`config.mk`:
```
export PLATFORM = sky130hd
export DESIGN_NAME = stage_input_connection_config
export DESIGN_NICKNAME = d
export VERILOG_FILES = /design/src/hdl/stage_route_pkg.sv /design/src/hdl/route_if.sv /design/src/hdl/stage_route_decode.sv /design/src/hdl/stage_input_connection_config.sv
export VERILOG_INCLUDE_DIRS = /design/src /design/src/hdl
export SDC_FILE = /design/constraint.sdc
export NUM_CORES = 1
export LEC_CHECK = 0
export BUFFER_PORTS_ARGS = -buffer_cell sky130_fd_sc_hd__buf_2
export CAP_MARGIN = 20
export CORE_ASPECT_RATIO = 1.75
export CORE_MARGIN = 2
export CORE_UTILIZATION = 50
export DETAILED_ROUTE_END_ITERATION = 7
export PLACE_DENSITY = 0.74
export SLEW_MARGIN = 20
export SYNTH_ARGS = -nofsm -noshare
export SYNTH_HDL_FRONTEND = slang
export SYNTH_SLANG_ARGS = --single-unit
```
`constraint.sdc`:
```
create_clock -name ref_clk -period 4.5 [get_ports ref_clk]
set_input_delay 0.45 -clock ref_clk [delete_from_list [all_inputs] [get_ports ref_clk]]
set_output_delay 0.45 -clock ref_clk [all_outputs]
set_load 0.005 [all_outputs]
```
`src/hdl/stage_route_cfg.svh`:
```
// offsets, field positions and reset values of the stage input routing bank
`ifndef STAGE_ROUTE_CFG_SVH
`define STAGE_ROUTE_CFG_SVH

`define NUM_STAGES      12
`define NUM_INPUTS      13
`define LOW_INPUTS      7
`define STAGE_W         4
`define ADDR_W          12
`define IDX_W           10
`define STAGE0_LOW_IDX  10'h080
`define STAGE0_HIGH_IDX 10'h081
`define STAGE1_LOW_IDX  10'h088
`define BANK_END_IDX    10'h0E0
`define STATUS_IDX      10'h07F
`define LOW_SUB         3'h0
`define HIGH_SUB        3'h1
`define LOW_RESET       16'h3FFF
`define HIGH_RESET      16'h3FFF
`define LOW_WRITE_MASK  16'h3FFF
`define LOW_SEL_W       14
`define HIGH_SEL_W      12
`define MTYPE_LSB       12
`define NEG_OFF_BIT     14
`define POS_OFF_BIT     15

`endif

```
`src/hdl/stage_route_pkg.sv`:
```
// types shared by the stage input routing bank
package stage_route_pkg;
  `include "stage_route_cfg.svh"

  typedef enum logic [1:0] {
    SEL_OPEN = 2'b00,
    SEL_NEG  = 2'b01,
    SEL_POS  = 2'b10,
    SEL_BIAS = 2'b11
  } sel_code_t;

  typedef enum logic [1:0] {
    MT_RESERVED = 2'b00,
    MT_SE_POS   = 2'b01,
    MT_SE_NEG   = 2'b10,
    MT_DIFF     = 2'b11
  } mtype_t;

  typedef enum logic [0:0] {
    PH_IDLE = 1'b0,
    PH_RESP = 1'b1
  } apb_phase_t;

  typedef struct packed {
    apb_phase_t                         phase;
    logic [`NUM_STAGES-1:0][15:0]       low;
    logic [`NUM_STAGES-1:0][15:0]       high;
    logic                               pready;
    logic                               pslverr;
    logic [31:0]                        prdata;
    logic [`NUM_INPUTS-1:0]             pos;
    logic [`NUM_INPUTS-1:0]             neg;
    logic [`NUM_INPUTS-1:0]             bias;
    logic [1:0]                         mtype;
    logic                               neg_on;
    logic                               pos_on;
  } bank_state_t;
endpackage : stage_route_pkg

```
`src/hdl/route_if.sv`:
```
// carrier between the register bank and the routing decoder
`timescale 1ns/10ps
`include "stage_route_cfg.svh"
interface route_if;
  logic [15:0]                low_word;
  logic [15:0]                high_word;
  logic [`NUM_INPUTS-1:0]     pos;
  logic [`NUM_INPUTS-1:0]     neg;
  logic [`NUM_INPUTS-1:0]     bias;
  logic [1:0]                 mtype;
  logic                       neg_on;
  logic                       pos_on;

  modport bank    (output low_word, high_word, input pos, neg, bias, mtype, neg_on, pos_on);
  modport decoder (input low_word, high_word, output pos, neg, bias, mtype, neg_on, pos_on);
endinterface : route_if

```
`src/hdl/stage_route_decode.sv`:
```
// decodes one stage's two routing words into per-input switch controls
`timescale 1ns/10ps
`include "stage_route_cfg.svh"
module stage_route_decode (
  route_if.decoder rt
);
  wire [25:0] sels = {rt.high_word[`HIGH_SEL_W-1:0], rt.low_word[`LOW_SEL_W-1:0]};

  genvar i;
  generate
    for (i = 0; i < `NUM_INPUTS; i++) begin : g_in
      assign rt.pos[i]  = (sels[2*i +: 2] == stage_route_pkg::SEL_POS);
      assign rt.neg[i]  = (sels[2*i +: 2] == stage_route_pkg::SEL_NEG);
      assign rt.bias[i] = (sels[2*i +: 2] == stage_route_pkg::SEL_BIAS);
    end
  endgenerate

  // code 00 matches none of the three, so the input stays open
  assign rt.mtype  = rt.high_word[`MTYPE_LSB +: 2];
  assign rt.neg_on = ~rt.high_word[`NEG_OFF_BIT];
  assign rt.pos_on = ~rt.high_word[`POS_OFF_BIT];
endmodule : stage_route_decode

```
`src/hdl/stage_input_connection_config.sv`:
```
// stage input routing register bank with APB access and active-stage switch outputs
`timescale 1ns/10ps
`include "stage_route_cfg.svh"
module stage_input_connection_config (
  input  wire logic                     ref_clk,
  input  wire logic                     sys_rst,
  input  wire logic                     clk_en,
  input  wire logic                     psel,
  input  wire logic                     penable,
  input  wire logic                     pwrite,
  input  wire logic [`ADDR_W-1:0]       paddr,
  input  wire logic [31:0]              pwdata,
  output logic                          pready,
  output logic                          pslverr,
  output logic [31:0]                   prdata,
  input  wire logic [`STAGE_W-1:0]      active_stage,
  output logic [`NUM_INPUTS-1:0]        sense_input_pos,
  output logic [`NUM_INPUTS-1:0]        sense_input_neg,
  output logic [`NUM_INPUTS-1:0]        sense_input_bias,
  output logic [1:0]                    measurement_type_field,
  output logic                          negative_offset_on,
  output logic                          positive_offset_on
);
  stage_route_pkg::bank_state_t st_reg;
  stage_route_pkg::bank_state_t st_next;

  route_if rt ();

  stage_route_decode stage_route_decode_inst (
    .rt (rt.decoder)
  );

  logic [`IDX_W-1:0]   idx;
  logic [`IDX_W-1:0]   rel;
  logic [`STAGE_W-1:0] stg;
  logic [2:0]          sub;
  logic                aligned;
  logic                in_bank;
  logic                is_low;
  logic                is_high;
  logic                is_status;
  logic                hit;
  logic                stage_ok;
  logic [31:0]         rd_data;

  // address decode: the printed offsets are word indices, byte address is four times that
  always_comb begin
    idx       = paddr[`ADDR_W-1:2];
    rel       = idx - `STAGE0_LOW_IDX;
    stg       = rel[6:3];
    sub       = rel[2:0];
    aligned   = (paddr[1:0] == 2'h0);
    in_bank   = aligned && (idx >= `STAGE0_LOW_IDX) && (idx < `BANK_END_IDX);
    is_low    = in_bank && (sub == `LOW_SUB);
    is_high   = in_bank && (sub == `HIGH_SUB);
    is_status = aligned && (idx == `STATUS_IDX);
    hit       = is_low || is_high || is_status;
    stage_ok  = (active_stage < 4'(`NUM_STAGES));
  end

  // read mux; other words of a stage block belong to other blocks and answer with an error
  always_comb begin
    rd_data = 32'h0000_0000;
    if (is_low) begin
      rd_data[15:0] = st_reg.low[stg] & `LOW_WRITE_MASK;
    end else if (is_high) begin
      rd_data[15:0] = st_reg.high[stg];
    end else if (is_status) begin
      rd_data[3:0] = active_stage;
      rd_data[5:4] = st_reg.mtype;
      rd_data[6]   = (st_reg.mtype == stage_route_pkg::MT_RESERVED);
      rd_data[7]   = ~stage_ok;
    end
  end

  // an out-of-range stage leaves every input open rather than guessing a stage
  always_comb begin
    rt.low_word  = stage_ok ? st_reg.low[active_stage]  : 16'h0000;
    rt.high_word = stage_ok ? st_reg.high[active_stage] : 16'h0000;
  end

  always_comb begin
    st_next = st_reg;
    if (clk_en) begin
      st_next.pos    = rt.pos;
      st_next.neg    = rt.neg;
      st_next.bias   = rt.bias;
      st_next.mtype  = rt.mtype;
      st_next.neg_on = rt.neg_on;
      st_next.pos_on = rt.pos_on;
      case (st_reg.phase)
        stage_route_pkg::PH_IDLE: begin
          if (psel && penable) begin
            st_next.phase   = stage_route_pkg::PH_RESP;
            st_next.pready  = 1'b1;
            st_next.pslverr = ~hit;
            st_next.prdata  = rd_data;
          end
        end
        stage_route_pkg::PH_RESP: begin
          st_next.phase   = stage_route_pkg::PH_IDLE;
          st_next.pready  = 1'b0;
          st_next.pslverr = 1'b0;
          // the write lands on the edge that completes the transfer
          if (psel && penable && pwrite) begin
            if (is_low) begin
              st_next.low[stg] = pwdata[15:0] & `LOW_WRITE_MASK;
            end else if (is_high) begin
              st_next.high[stg] = pwdata[15:0];
            end
          end
        end
        default: begin
          st_next.phase = stage_route_pkg::PH_IDLE;
        end
      endcase
    end
  end

  always_ff @(posedge ref_clk) begin
    if (sys_rst) begin
      st_reg        <= '0;
      st_reg.phase  <= stage_route_pkg::PH_IDLE;
      st_reg.low    <= {`NUM_STAGES{`LOW_RESET}};
      st_reg.high   <= {`NUM_STAGES{`HIGH_RESET}};
    end else begin
      st_reg <= st_next;
    end
  end

  assign pready                 = st_reg.pready;
  assign pslverr                = st_reg.pslverr;
  assign prdata                 = st_reg.prdata;
  assign sense_input_pos        = st_reg.pos;
  assign sense_input_neg        = st_reg.neg;
  assign sense_input_bias       = st_reg.bias;
  assign measurement_type_field = st_reg.mtype;
  assign negative_offset_on     = st_reg.neg_on;
  assign positive_offset_on     = st_reg.pos_on;
endmodule : stage_input_connection_config

```
==> metrics.txt <==
reg2reg setup slack=around 1.6 ns; crit path DAT=3.32 ns; Post-synth ARST share=0%; Lkg Pwr=0.0109 µW; CP required=4.89 ns; xor-xnor portion of the synthesized cell area=0%; post-synthesis mux area share=between 30% and 40%; pwr dens=337 mW/mm²; synthesized flop and latch total=422; GPL Wtd Cong=between 0.9 and 1; Tightest Pin Transition=1.10 ns; Max Cap Violations=0; worst reg-to-reg path cell count=4; register area share after synthesis=around 39%; simple-gate share of the synthesized area=12.8%; Critical R2R Capture=st_reg[212]; detailed router's first-iteration violation count=between 1.5k and 2k; Root Buffer=clkbuf_16; type of origin of the critical path=flop; CTS tree=done; Max Slew Vio Count=0; Die X=around 160 µm; Residual DRC=0; ratio of final minimum period to clock period=approximately two thirds; Yosys Warn Count=0; drt via density=approximately 6.3; # IOs=approximately 130; Core Region=~0.043 mm²; post-route ant nets=0; Resized cells post-CTS=0; average cell area after synthesis=around 11 µm²; outcome=completed; Mapped Cells=2,067; CTS Hold Buffers Added=0; CP delay by family, top=simple AND/OR/NAND/NOR gates; pin count of the biggest net entering global routing=approximately 190; Remaining Overflow, GRT=0; port buffer count=between 90 and 100; Final min period=a little under 3 ns; Synth Cell Area=0.0218 mm²; area of the die=around 0.045 mm²; Final Hold Vio Count=0; Row Count=just over 100; Final Setup Violations=0; DR WL/cell=24.9 µm; Total Nets Final=2,061; Setup TNS Final=0 ns; first-pass GRT wire length=around 100,000 µm; first-pass iteration count of the detailed router=5; Netlist cell types=between 50 and 60; top fanout value on the critical path=25; Min-Delay Path Class=in2reg; Core Util, Final=a little over half; crit path launch=st_reg[461]; Synth Area in Adders=0%; initial antenna violation count=3; later-pin clock latency in the skew report=roughly 0.55 ns; Worst Setup End Kind=flop; buffers and inverters on the worst path=0; Max Freq=about 340 MHz; number of cells on the critical path=4; RSZ-0062 raised after global routing=false; Worst Setup EP=st_reg[212]; vias in the first global route=~16k; CTS Sinks=between 400 and 500; layout cell share with drive strength beyond 1=approximately 20%; Hold Slack=slightly above 0.3 ns; hold path start=penable; Die H=280 µm; CTS buffer count=37; worst vdd ir=0.245 mV; Slew Limit Headroom=26.9%; total track usage=between 20% and 30%; Area growth syn-to-layout=6.78%; Slowest cell on crit path=nand4_2; hpwl dp=between 40,000 and 50,000 µm; maximum clock path buffer count=3; clk slew on worst S/H paths=around 0.07 ns; Synth Area in Compound Gates=roughly 6.6%; Setup Buffers After CTS=0; Slowest Stage Delay on Critical Path=0.97 ns; largest family of logic cells by synthesized area=multiplexers; r2r startpoint=st_reg[461]; max reg flops=around 360; kind of critical path=reg2reg; crit-path cells=and3_2 -> nand4_2 -> mux2i_1 -> nand2_1; via count=about 16k; Max H-tree Level=2; Routed WL=between 60,000 and 70,000 µm; Top FF cell, synth=dfxtp_1; EDFF count, synth=0; Final Skew=roughly 0.016 ns; Starting Density=approximately half
Yosys cell counts (all sizes together) (16+ instances only):
cell	count	area, µm²
nand2	423	1590
dfxtp	422	8450
mux2i	393	3930
mux4	151	3400
buf	150	1070
clkbuf	107	402
nor2	74	278
a21oi	45	225
nand3	32	160
a22oi	22	165
mux2	21	236
a22o	16	140
routing by layer:
| metal | up-vias | part of all wire, % | routed length, µm | track usage (%) |
|---|---|---|---|---|
| met5 | - | 0.034 | 22 | 0 |
| met2 | 848 | 49 | 32000 | 48.4 |
| met1 | 8106 | 34 | 21900 | 30.8 |
| met4 | 4 | 8.7 | 5630 | 21.8 |
| li1 | 7240 | - | - | - |
| met3 | 297 | 8.0 | 5180 | 4.79 |
final cells by class:
cell class / instances / area (µm²)
antenna: 1 / 2.50
clock buffer: 49 / 1060
clock inverter: 16 / 214
fill: 3668 / 20000
inverter: 16 / 67.6
multi-input combinational: 1387 / 11900
sequential: 422 / 8450
tap: 566 / 708
timing repair buffer: 143 / 880
cells by family (layout without fill, tap and decap cells):
logic type | Yosys count | in the layout
AND/OR/NAND/NOR | 607 | 607
other | 1 | 17
AO/OA/AOI/OAI | 199 | 199
buffers and inverters | 273 | 224
multiplexers | 565 | 565
flip-flops | 422 | 422
layout by cell type, fill, tap and decap left out, types with 9 or more instances in the layout:
cell type / synthesis / final
nand2b_1: 15 / 15
nand2_1: 423 / 423
mux2i_1: 393 / 393
buf_2: 35 / 94
conb_1: 1 / 16
a221oi_1: 9 / 9
clkbuf_8: 0 / 9
o22ai_1: 10 / 10
o31ai_1: 11 / 11
dfxtp_1: 422 / 422
nand3_1: 32 / 32
a22oi_1: 22 / 22
mux4_2: 151 / 151
nor2_1: 74 / 73
a211oi_1: 13 / 13
clkbuf_16: 0 / 37
buf_4: 82 / 45
o221ai_1: 15 / 15
a22o_1: 16 / 16
inv_1: 14 / 14
a21oi_1: 45 / 45
o211a_1: 10 / 10
mux2_2: 21 / 21
o21ai_0: 14 / 14
worst register-to-register path, cell delays in order (launching register included):
cell and delay (ns):
dfxtp_1 0.42, and3_2 0.82, nand4_2 1.00, mux2i_1 0.45, nand2_1 0.08
how the worst min path moves through the flow:
stage | end | slack (ns) | cells past startpoint
6_report | pslverr | 0.30 | 4
2_1_floorplan | sense_input_pos[8] | 0.42 | 2
5_1_grt | st_reg[251] | 0.32 | 3
3_5_place_dp | sense_input_pos[2] | 0.44 | 2
4_1_cts | st_reg[251] | 0.29 | 3
3_3_place_gp | sense_input_pos[2] | 0.43 | 2
per-stage QoR:
step	std cells	total power (µW)	area, µm²	setup slack, ns
2_1_floorplan	2082	4300	21800	2.07
3_3_place_gp	2534	4480	22000	1.20
3_5_place_dp	2534	4480	22000	1.16
4_1_cts	2599	7850	23300	1.61
5_1_grt	2600	8020	23300	1.42
6_report	2600	7830	23300	1.57
power by group:
group,switching (µW),internal [µW],total [µW]
Combinational,431,196,626
Sequential,21.1,3760,3790
Clock,1470,1950,3420
Total,1920,5910,7830
Note: power is estimated with default switching activity, not from simulation.
